===== src/shared/gpl_pkg.sv =====
// Shared constants and types for the 24-pin port with two-wire line drive
package gpl_pkg;
    localparam int PIN_COUNT = 24;
    localparam int WORD_W = 32;
    localparam int INDEX_W = 8;
    localparam int GROUP_W = 8;
    localparam int GROUP_A_LSB = 0;
    localparam int GROUP_B_LSB = 8;
    localparam int GROUP_C_LSB = 16;
    localparam int RESERVED_LSB = 24;
    localparam logic [23:0] DIR_RESET = 24'h00_0000;
    localparam logic [23:0] OUT_RESET = 24'h00_0000;
    localparam int SYNC_STAGES = 2;

    typedef enum logic [2:0]
    {
        GPL_CMD_NONE = 3'h0,
        GPL_CMD_PORT_DIR = 3'h1,
        GPL_CMD_PORT_OUT = 3'h2,
        GPL_CMD_PIN_DIR = 3'h3,
        GPL_CMD_PIN_OUT = 3'h4,
        GPL_CMD_PIN_QUERY = 3'h5
    } gpl_cmd_type;

    typedef enum logic [1:0]
    {
        GPL_LINE_RELEASED_HIGH = 2'h0,
        GPL_LINE_LOW_BY_SELF = 2'h1,
        GPL_LINE_LOW_BY_TARGET = 2'h2
    } gpl_line_type;
endpackage


===== src/hdl/gpl_port.sv =====
// 24-pin masked port with single-pin access and two-wire line forcing
`timescale 1ns/1ps
// Overview of operation
// - Clock drop holds clock line low until release
// - Data drop holds data line low until release
// - Port words 32 bits, groups A/B/C bytes
// - Top byte reserved, writes ignored
// - Direction bit one means output
// - Direction write changes masked pins only
// - Direction readback gives all 24 directions
// - Output write changes masked pins only
// - Port read gives present levels of pins
// - Index 0..23 selects A, B, C pins
// - Single direction set from flag, others kept
// - Direction query true when pin is output
// - Single write sets indexed value, drives if output
// - Single read returns indexed pin level
// - Index above 23 flags error, nothing changes
// - Released line undriven, rises unless target holds
// - Line state: released, low by self, low by target
module gpl_port
#(
    parameter int PINS = gpl_pkg::PIN_COUNT
)
(
    sys_clk,
    rst_b,
    cmd_valid,
    cmd_code,
    cmd_value,
    cmd_mask,
    pin_index,
    output_direction_flag,
    pin_value,
    scl_drop,
    scl_release,
    sda_drop,
    sda_release,
    gpio_in,
    gpio_out,
    gpio_oe_b,
    scl_in,
    scl_out,
    scl_oe_b,
    sda_in,
    sda_out,
    sda_oe_b,
    dir_word,
    level_word,
    pin_result,
    result_valid,
    bad_parameter_error,
    scl_state,
    sda_state
);
    input wire logic sys_clk;
    input wire logic rst_b;
    input wire logic cmd_valid;
    input wire gpl_pkg::gpl_cmd_type cmd_code;
    input wire logic [gpl_pkg::WORD_W-1:0] cmd_value;
    input wire logic [gpl_pkg::WORD_W-1:0] cmd_mask;
    input wire logic [gpl_pkg::INDEX_W-1:0] pin_index;
    input wire logic output_direction_flag;
    input wire logic pin_value;
    input wire logic scl_drop;
    input wire logic scl_release;
    input wire logic sda_drop;
    input wire logic sda_release;
    input wire logic [PINS-1:0] gpio_in;
    output logic [PINS-1:0] gpio_out;
    output logic [PINS-1:0] gpio_oe_b;
    input wire logic scl_in;
    output logic scl_out;
    output logic scl_oe_b;
    input wire logic sda_in;
    output logic sda_out;
    output logic sda_oe_b;
    output logic [gpl_pkg::WORD_W-1:0] dir_word;
    output logic [gpl_pkg::WORD_W-1:0] level_word;
    output logic pin_result;
    output logic result_valid;
    output logic bad_parameter_error;
    output gpl_pkg::gpl_line_type scl_state;
    output gpl_pkg::gpl_line_type sda_state;

    typedef struct packed
    {
        logic [PINS-1:0] dir;
        logic [PINS-1:0] val;
        logic [PINS-1:0] oe_b;
        logic scl_hold;
        logic sda_hold;
        logic scl_oe_b;
        logic sda_oe_b;
        logic [gpl_pkg::WORD_W-1:0] dir_word;
        logic [gpl_pkg::WORD_W-1:0] level_word;
        logic pin_result;
        logic result_valid;
        logic bad_param;
        gpl_pkg::gpl_line_type scl_state;
        gpl_pkg::gpl_line_type sda_state;
    } gpl_port_state_type;

    gpl_port_state_type state_r;
    gpl_port_state_type state_nxt;
    logic [PINS+1:0] sync_lvl;
    logic [PINS-1:0] pin_lvl;
    logic scl_lvl;
    logic sda_lvl;

    // Group mapping and reset words are fixed at three 8-pin groups
    if (PINS != gpl_pkg::PIN_COUNT)
    begin
        $error("PINS must equal the three 8-pin groups");
    end

    // Masked merge applied to the whole vector at once
    function automatic logic [PINS-1:0] merge_masked(
        input logic [PINS-1:0] old_v,
        input logic [gpl_pkg::WORD_W-1:0] new_v,
        input logic [gpl_pkg::WORD_W-1:0] mask
    );
        logic [PINS-1:0] m;
        m = mask[PINS-1:0];
        return (old_v & ~m) | (new_v[PINS-1:0] & m);
    endfunction

    // Classify a two-wire line from own hold and sampled level
    function automatic gpl_pkg::gpl_line_type line_class(
        input logic hold,
        input logic level
    );
        if (hold)
            return gpl_pkg::GPL_LINE_LOW_BY_SELF;
        else if (!level)
            return gpl_pkg::GPL_LINE_LOW_BY_TARGET;
        else
            return gpl_pkg::GPL_LINE_RELEASED_HIGH;
    endfunction

    function automatic logic [gpl_pkg::WORD_W-1:0] to_word(input logic [PINS-1:0] v);
        return {{(gpl_pkg::WORD_W - PINS){1'b0}}, v};
    endfunction

    // Single-pin answer: direction when asked for it, else level
    function automatic logic pin_reply(
        input logic want_dir,
        input logic dir_bit,
        input logic lvl_bit
    );
        if (want_dir)
            return dir_bit;
        else
            return lvl_bit;
    endfunction

    gpl_sync
    #(
        .WIDTH(PINS + 2)
    )
    u_sync
    (
        .sys_clk(sys_clk),
        .rst_b(rst_b),
        .async_in({sda_in, scl_in, gpio_in}),
        .sync_out(sync_lvl)
    );

    assign pin_lvl = sync_lvl[PINS-1:0];
    assign scl_lvl = sync_lvl[PINS];
    assign sda_lvl = sync_lvl[PINS+1];

    always_comb
    begin
        logic idx_ok;
        logic [4:0] idx;
        idx_ok = pin_index < gpl_pkg::INDEX_W'(PINS);
        idx = pin_index[4:0];
        state_nxt = state_r;
        state_nxt.result_valid = 1'b0;
        if (cmd_valid)
        begin
            unique case (cmd_code)
                gpl_pkg::GPL_CMD_PORT_DIR:
                begin
                    state_nxt.dir = merge_masked(state_r.dir, cmd_value, cmd_mask);
                end
                gpl_pkg::GPL_CMD_PORT_OUT:
                begin
                    state_nxt.val = merge_masked(state_r.val, cmd_value, cmd_mask);
                end
                gpl_pkg::GPL_CMD_PIN_DIR:
                begin
                    state_nxt.result_valid = 1'b1;
                    state_nxt.bad_param = !idx_ok;
                    state_nxt.pin_result = 1'b0;
                    if (idx_ok)
                    begin
                        state_nxt.dir[idx] = output_direction_flag;
                        state_nxt.pin_result = pin_reply(output_direction_flag,
                            state_r.dir[idx], pin_lvl[idx]);
                    end
                end
                gpl_pkg::GPL_CMD_PIN_OUT:
                begin
                    state_nxt.result_valid = 1'b1;
                    state_nxt.bad_param = !idx_ok;
                    state_nxt.pin_result = 1'b0;
                    if (idx_ok)
                    begin
                        state_nxt.val[idx] = pin_value;
                        state_nxt.pin_result = pin_reply(output_direction_flag,
                            state_r.dir[idx], pin_lvl[idx]);
                    end
                end
                gpl_pkg::GPL_CMD_PIN_QUERY:
                begin
                    state_nxt.result_valid = 1'b1;
                    state_nxt.bad_param = !idx_ok;
                    state_nxt.pin_result = 1'b0;
                    if (idx_ok)
                    begin
                        state_nxt.pin_result = pin_reply(output_direction_flag,
                            state_r.dir[idx], pin_lvl[idx]);
                    end
                end
                default:
                begin
                end
            endcase
        end
        if (scl_release)
            state_nxt.scl_hold = 1'b0;
        if (scl_drop)
            state_nxt.scl_hold = 1'b1;
        if (sda_release)
            state_nxt.sda_hold = 1'b0;
        if (sda_drop)
            state_nxt.sda_hold = 1'b1;
        state_nxt.oe_b = ~state_nxt.dir;
        state_nxt.scl_oe_b = ~state_nxt.scl_hold;
        state_nxt.sda_oe_b = ~state_nxt.sda_hold;
        state_nxt.dir_word = to_word(state_nxt.dir);
        state_nxt.level_word = to_word(pin_lvl);
        state_nxt.scl_state = line_class(state_r.scl_hold, scl_lvl);
        state_nxt.sda_state = line_class(state_r.sda_hold, sda_lvl);
    end

    always_ff @(posedge sys_clk or negedge rst_b)
    begin
        if (!rst_b)
        begin
            state_r <= '0;
            state_r.dir <= gpl_pkg::DIR_RESET;
            state_r.val <= gpl_pkg::OUT_RESET;
            state_r.oe_b <= ~gpl_pkg::DIR_RESET;
            state_r.scl_oe_b <= 1'b1;
            state_r.sda_oe_b <= 1'b1;
        end
        else
            state_r <= state_nxt;
    end

    assign gpio_out = state_r.val;
    assign gpio_oe_b = state_r.oe_b;
    assign scl_out = 1'b0;
    assign scl_oe_b = state_r.scl_oe_b;
    assign sda_out = 1'b0;
    assign sda_oe_b = state_r.sda_oe_b;
    assign dir_word = state_r.dir_word;
    assign level_word = state_r.level_word;
    assign pin_result = state_r.pin_result;
    assign result_valid = state_r.result_valid;
    assign bad_parameter_error = state_r.bad_param;
    assign scl_state = state_r.scl_state;
    assign sda_state = state_r.sda_state;
endmodule


===== src/hdl/gpl_sync.sv =====
// Two-stage synchroniser for a vector of pin levels
`timescale 1ns/1ps
module gpl_sync
#(
    parameter int WIDTH = 26
)
(
    sys_clk,
    rst_b,
    async_in,
    sync_out
);
    input wire logic sys_clk;
    input wire logic rst_b;
    input wire logic [WIDTH-1:0] async_in;
    output logic [WIDTH-1:0] sync_out;

    typedef struct packed
    {
        logic [WIDTH-1:0] stage1;
        logic [WIDTH-1:0] stage2;
    } gpl_sync_state_type;

    gpl_sync_state_type state_r;
    gpl_sync_state_type state_nxt;

    if (WIDTH < 1)
    begin
        $error("WIDTH must be positive");
    end

    always_comb
    begin
        state_nxt.stage1 = async_in;
        state_nxt.stage2 = state_r.stage1;
    end

    always_ff @(posedge sys_clk or negedge rst_b)
    begin
        if (!rst_b)
            state_r <= '0;
        else
            state_r <= state_nxt;
    end

    assign sync_out = state_r.stage2;
endmodule


===== config.mk =====
export PLATFORM = sky130hd
export DESIGN_NAME = gpl_port
export DESIGN_NICKNAME = d
export VERILOG_FILES = /design/src/shared/gpl_pkg.sv /design/src/hdl/gpl_port.sv /design/src/hdl/gpl_sync.sv
export SDC_FILE = /design/constraint.sdc
export NUM_CORES = 1
export LEC_CHECK = 0
export ABC_AREA = 1
export BUFFER_PORTS_ARGS = -buffer_cell sky130_fd_sc_hd__buf_2
export CAP_MARGIN = 20
export CORE_MARGIN = 2
export CORE_UTILIZATION = 53
export CTS_BUF_LIST = sky130_fd_sc_hd__clkbuf_2 sky130_fd_sc_hd__clkbuf_4 sky130_fd_sc_hd__clkbuf_8
export DETAILED_ROUTE_END_ITERATION = 6
export GPL_TIMING_DRIVEN = 0
export PLACE_DENSITY = 0.87
export SYNTH_ARGS = -nofsm -noshare
export SYNTH_HDL_FRONTEND = slang
export SYNTH_SLANG_ARGS = --single-unit

===== constraint.sdc =====
create_clock -name sys_clk -period 1.46 [get_ports sys_clk]
set_clock_uncertainty 0.05 [all_clocks]
set_input_delay 0.146 -clock sys_clk [delete_from_list [all_inputs] [get_ports sys_clk]]
set_output_delay 0.146 -clock sys_clk [all_outputs]
set_load 0.005 [all_outputs]

* Word-level counts from Yosys, hierarchy flattened
Index checks and enable logic that the tools add are counted.
Word-level totals: flip-flop bits (word level) 159, bits of input ports 110, output and inout bits 123, word-level logic and storage cells 64
Operators by class: order comparisons 3, eq/ne operators 6, mux-type cells 25, bitwise logic cells 9, reductions and logical operators 6
Operators by type and width (number):
- 24-bit one-hot mux with 2 select lines | 2
- 24-bit bitwise AND | 3
- 24-bit bitwise mux | 2
- 24-bit 2-to-1 mux | 2
- 48-bit 2-to-1 mux | 1
- 24-bit NOT | 2
- 24-bit bitwise OR | 2
- 2-bit 2-to-1 mux | 6
- 1-bit binary-select mux with 5-bit select | 2
- 1-bit 2-to-1 mux | 9
- 8-bit by 5-bit less-than comparator with 1-bit output (second input constant) | 1
- 3-bit by 2-bit equality test with 1-bit output (second input constant) | 2
- 3-bit equality test (second input constant) | 2
- 5-bit by 6-bit less-than comparator with 1-bit output (second input constant) | 1
- 1-bit demux with 5-bit select | 1
- 5-bit by 1-bit >= comparator with 1-bit output (second input constant) | 1
- 3-bit by 1-bit equality test with 1-bit output (second input constant) | 1
- 3-bit AND reduction | 1
- 3-bit OR reduction | 1
- 2-bit inequality test (second input constant) | 1
- 1-bit NOT | 2
- 2-bit AND reduction | 1
- 2-bit nonzero test | 1
- 1-bit logical AND | 1
- 1-bit logical NOT | 1

* Longest topological paths before layout
Gate-level depths: netlist of the first run.
word-level depth 9, mapped depth 12, gate-level depth less buffers 11

* Hierarchy
From an unflattened synthesis of the first run, not the netlist that was laid out.
Unflattened totals: cell total of the unflattened synthesis 891, area total of the unflattened synthesis 7163.1 µm²
Modules (own cells, without submodules):
- gpl_port | instances 1, cells an instance 839, area each 5861.9 µm², sequential area each 2710.1 µm²
- gpl_sync | instances 1, cells an instance 52, area each 1301.2 µm², sequential area each 1301.2 µm²

* Worst setup path before layout of the first run
No wires, ideal clock.
kind in2reg, start input pin_index[0] (netlist bit), end register with a tool-made name, setup time 0.120 ns, arrival time 1.068 ns, required time 1.290 ns, slack 0.222 ns, cell stages on the path 9, path buffers 1, cell sequence buf_2 > nor2_2 > inv_1 > nor2_1 > inv_1 > nand2_1 > o21ai_0 > o21ai_1 > nand2_1
RTL lines:
- start: declaration | RTL line gpl_port.sv:62 | input wire logic [gpl_pkg::INDEX_W-1:0] pin_index;

==> results of run 1 <==
## report_power, final
part	internal, µW	switching [µW]
logic	778	1090
clock network	1580	1810
registers	4950	280
total	7310	3180
## kinds of logic (layout without fill, tap and decap cells)
kind of cell,after synthesis,in the layout,share of synthesized area [%]
AO/OA/AOI/OAI,167,167,12.2
other,1,20,0.0527
AND/OR/NAND/NOR,411,411,22.4
buffers and inverters,141,403,9.05
flip-flops,159,159,56.3
## metal layers
| layer | track usage [%] | vias up | routed length (µm) |
|---|---|---|---|
| met2 | 49.2 | 448 | 10000 |
| met1 | 37.6 | 3110 | 7870 |
| li1 | - | 3268 | - |
| met5 | 0 | - | 27 |
| met3 | 9.08 | 77 | 2400 |
| met4 | 12.6 | 4 | 726 |
## worst paths after layout
kind | start | to | slack [ns] | cells past startpoint
worst min register to register | u_sync.state_nxt[7] | u_sync.sync_out[7] | 0.30 | 0
worst min-delay path | cmd_value[8] | flip-flop | 0.02 | 5
worst max-delay path | state_r[73] | state_r[73] | 0.11 | 3
min in group asynchronous | rst_b | level_word[13] | 0.21 | 2
worst max register to register | state_r[73] | state_r[73] | 0.11 | 3
max in group asynchronous | rst_b | gpio_oe_b[21] | 0.30 | 3
## placed cells by master, fill, tap and decap left out, drive strengths merged
cell           n
bufinv         2
buf          239
conb          18
nand2        272
nor2         105
dfrtp        133
diode          2
inv           95
o21ai         91
a21oi         64
clkbuf        29
clkinvlp       1
nand3         34
dlygate4sd3   33
clkinv         4
o22ai         12
dfstp         26
## timing repair
action / CTS / global route
gates resized for setup: 0 / 2
endpoints found under the hold margin: 93 / 0
hold buffers: 33 / 0
setup endpoints to repair: 0 / 1
## final cells by class
class | instances | area [µm²]
Tap cell | 176 | 220
Antenna cell | 2 | 5.00
Sequential cell | 159 | 4010
Buffer | 53 | 315
Inverter | 88 | 330
Clock buffer | 17 | 234
Timing Repair Buffer | 231 | 1350
Fill cell | 1065 | 4020
Clock inverter | 14 | 175
Multi-Input combinational cell | 596 | 2530
## critical path, delay by kind of cell, from the launching register on
kind,cells,cell delay [ns]
flops,1,0.41
buf+inv,2,0.64
compound gates,1,0.15
## stage by stage
step	instance area (µm²)	std cells	setup TNS, ns	hold slack, ns	utilization [%]
floorplan	7180	896	0	-0.200	-
global placement	8390	1269	-292.02	0.204	63.6
detailed placement	8420	1270	-13.63	0.162	63.9
CTS	9160	1334	0	0.00645	69.5
global route	9170	1335	0	0.0377	69.5
finish	9170	1336	0	0.0229	69.5
==> qor.txt, run 1 <==
H-tree levels: 4
top-area cell type share of the netlist area: 46.7%
clk sinks: 159
Max Freq: 0.739 GHz
drt pass-1 iters: 6
CORE AREA: 13,200 µm²
crit-path max FO: 3
HP Class: input port to flip-flop
slew margin rel.: 54.5%
number of global-route vias before repair: 6,535
register area share after synthesis: 56.3%
grt total ovfl: 0
gr usage total: 30.2%
clk slew on worst S/H paths: 0.09 ns
status: completed
required time at the worst-slack endpoint: 1.77 ns
final setup violation count: 0
Port Buffer Count: 197
Final min period: 1.35 ns
starting density of the core: 54.0%
clock latency on the worst-skew pair: 0.48 ns
final WL: 21,000 µm
Synth area leader: dfrtp_1
synth warn: 0
crit path kind: flip-flop to flip-flop
P_leak: 0.00487 µW
Num CTS Buffers: 17
Mapped Cells: 879
syn avg cell area: 8.10 µm²
period utilisation layout: 92.7%
I/O pin total: 233
pin count of the biggest net entering global routing: 83
DIE AREA: 14,400 µm²
Final Hold Fails: 0
via count: 6,907
Avg Vias per Cell: 5.17
gpl congestion: 0.948
first-pass GRT wire length: 32,900 µm
CP Launch Type: flip-flop
RSZ-0062 raised after global routing: no
Worst VDD drop: 1.01 mV
DP Wirelength: 14,600 µm
die height: 120 µm
pre-CTS setup slack: -0.292 ns
Routed Antenna Nets: 0
pwr dens: 1140 nW/µm²
Post-synth EDFFs: 0
Worst path max stage delay: 0.59 ns
Critical-path top delay cell: dlygate4sd3_1
die width: 120 µm
CTS tree: yes
DR iter-0 viols: 897
#FFs+latches synth: 159
most common cell in the netlist: nand2_1
Synth area leaders: dfrtp_1 (47%), nand2_1 (14%), dfstp_2 (9.6%), nor2_1 (5.4%), o21ai_0 (5.3%)
Async SR Flop Fraction: 100%
Routed WL per cell: 15.7 µm
CP cell instances: a21oi_1, dlygate4sd3_1, inv_1
Crit. End Element: flip-flop
fin. max-slew vios: 0
Synth cell types: 22
initial antenna violation count: 4
Rows: 42
Final WS setup: 0.106 ns
ys flop type: dfrtp_1
CTS max path bufs: 2
area delta synth->final: 28.8%
Mapped Area: 7120 µm²
Critical Path AT: 1.67 ns
Pwr Total: 10,500 µW
Post-synth top cells: nand2_1 (270), dfrtp_1 (133), nor2_1 (103), inv_1 (85), o21ai_0 (75)
DR DRC count: 0
CTS root buf: clkbuf_8
fraction of layout cells with a size suffix above 1: 26.3%
Post-CTS Setup Bufs: 0
nets@finish: 1,256
worst slew pin tran: 0.683 ns
max-cap violation count: 0
No activity file was read; power rests on OpenSTA's default activity.
==> run 2, diff against run 1 <==
--- a/config.mk
+++ b/config.mk
@@ -9,11 +9,11 @@
 export BUFFER_PORTS_ARGS = -buffer_cell sky130_fd_sc_hd__buf_2
 export CAP_MARGIN = 20
 export CORE_MARGIN = 2
-export CORE_UTILIZATION = 53
+export CORE_UTILIZATION = 57
 export CTS_BUF_LIST = sky130_fd_sc_hd__clkbuf_2 sky130_fd_sc_hd__clkbuf_4 sky130_fd_sc_hd__clkbuf_8
 export DETAILED_ROUTE_END_ITERATION = 6
 export GPL_TIMING_DRIVEN = 0
-export PLACE_DENSITY = 0.87
+export PLACE_DENSITY = 0.92
 export SYNTH_ARGS = -nofsm -noshare
 export SYNTH_HDL_FRONTEND = slang
 export SYNTH_SLANG_ARGS = --single-unit
==> constraint.sdc (replaced) <==
create_clock -name sys_clk -period 1.6 [get_ports sys_clk]
set_clock_uncertainty 0.05 [all_clocks]
set_input_delay 0.16 -clock sys_clk [delete_from_list [all_inputs] [get_ports sys_clk]]
set_output_delay 0.16 -clock sys_clk [all_outputs]
set_load 0.005 [all_outputs]
==> qor.txt, run 2 (synthesis results as in run 1) <==
grt total ovfl: 0
CTS root buf: clkbuf_8
starting density of the core: 58.8%
Worst VDD drop: 0.742 mV
Final Hold Fails: 0
P_leak: 0.00485 µW
DR DRC count: 0
die width: 116 µm
clock latency on the worst-skew pair: 0.47 ns
Worst path max stage delay: 0.62 ns
Final min period: 1.44 ns
RSZ-0062 raised after global routing: no
commonest non-fill, non-tap cells in the layout: nand2_1 (270), buf_2 (213), dfrtp_1 (133), nor2_1 (103), inv_1 (85)
Routed Antenna Nets: 0
Post-CTS Resized: 0
worst slew pin tran: 0.638 ns
max-cap violation count: 0
DP Wirelength: 14,700 µm
pin count of the biggest net entering global routing: 108
number of global-route vias before repair: 6,824
gpl congestion: 0.962
final setup violation count: 0
nets@finish: 1,254
CTS tree: yes
DIE AREA: 13,400 µm²
DR iter-0 viols: 875
cell family with most CP delay: buffers and inverters
CP cell instances: a21oi_1, dlygate4sd3_1, inv_1
clk slew on worst S/H paths: 0.09 ns
crit path kind: flip-flop to flip-flop
filler instances: 893
period utilisation layout: 90.2%
crit path buf inv count: 2
required time at the worst-slack endpoint: 1.91 ns
dpl cells: 1,262
first-pass GRT wire length: 32,700 µm
Crit. End Element: flip-flop
CTS max path bufs: 2
H-tree levels: 4
status: completed
placed cell areas: 8410 µm²
fraction of layout cells with a size suffix above 1: 26.2%
Global Route met1 Usage: 39.8%
CP Launch Type: flip-flop
I/O pin total: 233
area delta synth->final: 28.2%
clk sinks: 159
via count: 7,092
final WL: 21,100 µm
pwr dens: 1040 nW/µm²
initial antenna violation count: 4
Avg Vias per Cell: 5.34
GRT met2 Usage: 51.7%
commonest non-fill, non-tap cell in the layout: nand2_1
post-route insts no fill: 1,328
CORE AREA: 12,100 µm²
die height: 116 µm
crit-path max FO: 3
GR Util met3: 9.78%
fin. max-slew vios: 0
HP Class: input port to flip-flop
post-route cell area: 9130 µm²
drt pass-1 iters: 7
Max Freq: 0.693 GHz
Routed WL per cell: 15.9 µm
Critical-path top delay cell: dlygate4sd3_1
slew margin rel.: 57.5%
GRT busiest layer: met2
Rows: 40
gr usage total: 32.5%
Post-CTS Setup Bufs: 0
Num CTS Buffers: 17
Critical Path AT: 1.76 ns
Port Buffer Count: 197
[run 2: changes by cell type in the layout (fill, tap and decap cells not counted), sizes merged]
cell,previous run,this run
clkinv,4,5
inv,95,93
clkbuf,29,30
diode,2,4
dlygate4sd3,33,31
[run 2: worst register-to-register path, delay by kind of cell, from the launching register on]
family / cells / cell delay (ns)
AO/OA/AOI/OAI: 1 / 0.20
buffers and inverters: 2 / 0.67
flip-flops: 1 / 0.42
[run 2: per-stage QoR]
| step | setup WS, ns | hold WS, ns | util (%) | setup TNS (ns) | power, µW |
|---|---|---|---|---|---|
| after CTS | 0.256 | 0.0250 | 75.3 | 0 | 9450 |
| final | 0.156 | 0.0237 | 75.4 | 0 | 9480 |
| after floorplan | 0.348 | -0.186 | - | 0 | 5590 |
| after global routing | 0.121 | 0.0585 | 75.3 | 0 | 9920 |
| after global placement | -1.79 | 0.217 | 69.2 | -263.27 | 6390 |
| after detailed placement | -0.139 | 0.0894 | 69.5 | -3.53 | 6460 |
[run 2: what timing repair did]
item                                    CTS  global route
hold buffers                             31             0
endpoints found under the setup margin    0             0
endpoints found under the hold margin    82             0
[run 2: final timing paths]
path | startpoint | end | slack (ns) | depth (start not counted)
min in group asynchronous | rst_b | asynchronous set/reset pin | 0.15 | 2
worst max register to register | state_r[73] | state_r[73] | 0.16 | 3
worst max-delay path | state_r[73] | state_r[73] | 0.16 | 3
max in group asynchronous | rst_b | gpio_oe_b[18] | 0.46 | 3
worst min register to register | u_sync.state_nxt[15] | u_sync.sync_out[15] | 0.30 | 0
worst min-delay path | cmd_value[5] | flip-flop | 0.02 | 5
[run 2: final cells by class]
| class | instances | area [µm²] | area share, % |
|---|---|---|---|
| Buffer | 53 | 314 | 3.44 |
| Clock buffer | 18 | 241 | 2.65 |
| Tap cell | 168 | 210 | 2.30 |
| Timing Repair Buffer | 229 | 1330 | 14.6 |
| Clock inverter | 13 | 150 | 1.65 |
| Multi-Input combinational cell | 596 | 2530 | 27.7 |
| Inverter | 88 | 330 | 3.62 |
| Sequential cell | 159 | 4010 | 44.0 |
| Antenna cell | 4 | 10.0 | 0.110 |
[run 2: power by group]
part           internal, µW  leakage, µW  switching [µW]
Sequential             4520      0.00186             256
Clock                  1430     0.000200            1560
Combinational           707      0.00279            1020
Total                  6650      0.00485            2830
[run 2: metal layers]
metal | vias to the layer above | part of all wire [%] | wire length, µm
met5 | - | 0 | 0
met1 | 3201 | 36 | 7640
met3 | 108 | 12 | 2580
li1 | 3268 | - | -
met2 | 515 | 46 | 9710
met4 | 0 | 5.4 | 1140
==> run 3, diff against run 2 <==
--- a/config.mk
+++ b/config.mk
@@ -9,11 +9,12 @@
 export BUFFER_PORTS_ARGS = -buffer_cell sky130_fd_sc_hd__buf_2
 export CAP_MARGIN = 20
 export CORE_MARGIN = 2
-export CORE_UTILIZATION = 57
+export CORE_UTILIZATION = 53
 export CTS_BUF_LIST = sky130_fd_sc_hd__clkbuf_2 sky130_fd_sc_hd__clkbuf_4 sky130_fd_sc_hd__clkbuf_8
 export DETAILED_ROUTE_END_ITERATION = 6
 export GPL_TIMING_DRIVEN = 0
-export PLACE_DENSITY = 0.92
+export PLACE_DENSITY = 0.87
 export SYNTH_ARGS = -nofsm -noshare
 export SYNTH_HDL_FRONTEND = slang
+export SYNTH_HIERARCHICAL = 1
 export SYNTH_SLANG_ARGS = --single-unit
==> constraint.sdc (replaced) <==
create_clock -name sys_clk -period 1.4 [get_ports sys_clk]
set_clock_uncertainty 0.05 [all_clocks]
set_input_delay 0.14 -clock sys_clk [delete_from_list [all_inputs] [get_ports sys_clk]]
set_output_delay 0.14 -clock sys_clk [all_outputs]
set_load 0.005 [all_outputs]
==> qor.txt, run 3 <==
initial antenna violation count: 1
Final min period: 1.32 ns
Mapped Cells: 891
Synth area leaders: dfrtp_1 (46%), nand2_1 (15%), dfstp_2 (9.5%), nor2_1 (5.4%), a21oi_1 (4.3%)
Post-synth top cells: nand2_1 (292), dfrtp_1 (133), nor2_1 (103), inv_1 (80), a21oi_1 (61)
DR DRC count: 0
final WL: 21,300 µm
Pwr Total: 10,800 µW
nets@finish: 1,273
Post-synth EDFFs: 0
Max Freq: 0.758 GHz
P_leak: 0.00493 µW
Critical-path top delay cell: dfstp_2
Synth area leader: dfrtp_1
H-tree levels: 4
commonest non-fill, non-tap cells in the layout: nand2_1 (292), buf_2 (213), dfrtp_1 (133), nor2_1 (103), inv_1 (80)
most common cell in the netlist: nand2_1
register area share after synthesis: 56.0%
via count: 6,951
Num CTS Buffers: 17
required time at the worst-slack endpoint: 1.21 ns
CTS tree: yes
cell family with most CP delay: flip-flops
pin count of the biggest net entering global routing: 105
fin. max-slew vios: 0
clk slew on worst S/H paths: 0.09 ns
filler instances: 1,066
crit path buf inv count: 1
Critical Path AT: 1.13 ns
CTS root buf: clkbuf_8
worst slew pin tran: 0.746 ns
crit path kind: flip-flop to output pin
drt pass-1 iters: 7
top-area cell type share of the netlist area: 46.5%
period utilisation layout: 94.2%
internal power: 7340 µW
Synth cell types: 25
area delta synth->final: 29.1%
ys flop type: dfrtp_1
I/O pin total: 233
Crit. End Element: output pin
max-cap violation count: 0
clock network fraction of total power: 30.9%
setup_tns: 0 ns
number of global-route vias before repair: 6,478
Final Hold Fails: 0
gr usage total: 30.3%
final setup violation count: 0
Routed WL per cell: 15.8 µm
DP Wirelength: 14,900 µm
DIE AREA: 14,500 µm²
die height: 120 µm
syn avg cell area: 8.04 µm²
Sw Ratio: 32.2%
Routed Antenna Nets: 0
fraction of layout cells with a size suffix above 1: 26.5%
Post-CTS Setup Bufs: 0
reg2reg setup slack: 0.11 ns
starting density of the core: 54.1%
#FFs+latches synth: 159
Mapped Area: 7160 µm²
CTS max path bufs: 2
post-route insts no fill: 1,353
Psw: 3480 µW
CP Launch Type: flip-flop
Final Util: 69.9%
crit-path max FO: 1
Async SR Flop Fraction: 100%
status: completed
Worst path max stage delay: 0.55 ns
CP cell instances: buf_2
CORE AREA: 13,200 µm²
clock latency on the worst-skew pair: 0.47 ns
Port Buffer Count: 197
die width: 120 µm
grt total ovfl: 0
commonest non-fill, non-tap cell in the layout: nand2_1
clk sinks: 159
first-pass GRT wire length: 33,000 µm
Logic pwr share: 18.4%
DR iter-0 viols: 812
dpl cells: 1,282
Rows: 42
Worst VDD drop: 0.934 mV
HP Class: input port to flip-flop
Avg Vias per Cell: 5.14
Flop pwr share: 50.7%
synth warn: 6
slew margin rel.: 49.7%
pwr dens: 1170 nW/µm²
RSZ-0062 raised after global routing: no
gpl congestion: 0.937
==> run 3: changes by cell type in the layout (fill, tap and decap cells not counted), moves of 7 or more <==
cell / before / now
inv_2: 2 / 11
o21ai_1: 16 / 49
o21ai_0: 75 / 33
nand2_1: 270 / 292
dlygate4sd3_1: 31 / 38
==> run 3: repair_timing <==
action	4_1_cts	5_1_grt
hold buffers	38	2
gates resized for setup	0	0
hold endpoints to repair	92	4
endpoints found under the setup margin	0	2
==> run 3: power by group through the flow <==
stage	clock network, µW	registers (µW)	logic [µW]
2_1_floorplan	0	5530	888
3_3_place_gp	0	5540	1820
3_5_place_dp	0	5560	1870
4_1_cts	3400	5470	1970
5_1_grt	3610	5530	2220
6_report	3350	5490	1990
==> run 3: worst paths after layout <==
check | from | end | depth (start not counted)
worst min-delay path | cmd_value[12] | flip-flop | 5
worst max-delay path | gpio_oe_b[16] | gpio_oe_b[16] | 1
worst max register to register | flip-flop | pin_result | 10
max in group asynchronous | rst_b | gpio_oe_b[0] | 3
worst min register to register | u_sync/state_nxt[11] | u_sync/sync_out[11] | 0
min in group asynchronous | rst_b | asynchronous set/reset pin | 2
==> run 3: layer usage <==
metal / vias up / share of wire, % / GRT usage, % / routed length (µm)
met3: 63 / 9.7 / 7.12 / 2080
met4: 0 / 3.1 / 12.5 / 662
met5: - / 0 / 0 / 0
li1: 3303 / - / - / -
met2: 417 / 48 / 49.5 / 10100
met1: 3168 / 40 / 39.1 / 8440
==> run 3: cells by family (layout without fill, tap and decap cells) <==
logic type	count (synthesis)	in the layout	share of synthesized area, %
AO/OA/AOI/OAI	158	158	11.5
buffers and inverters	145	413	9.15
flip-flops	159	159	56.0
other	1	19	0.0524
AND/OR/NAND/NOR	428	428	23.3
==> run 3: cell type report <==
cell class | instances | area [µm²] | share of cell area [%]
clock buffer | 17 | 234 | 2.53
sequential | 159 | 4010 | 43.4
timing repair buffer | 236 | 1400 | 15.1
multi-input combinational | 604 | 2560 | 27.7
buffer | 52 | 307 | 3.31
antenna | 1 | 2.50 | 0.0271
clock inverter | 15 | 166 | 1.80
inverter | 93 | 349 | 3.77
tap | 176 | 220 | 2.38
==> run 3: metrics by stage <==
stage	hold slack [ns]	instance area, µm²	worst slack, ns
detailed placement	0.0714	8470	-0.275
global placement	0.198	8430	-2.04
global route	0.0199	9250	0.0377
CTS	0.00267	9250	0.0611
finish	0.0221	9250	0.0805
floorplan	-0.206	7230	0.158
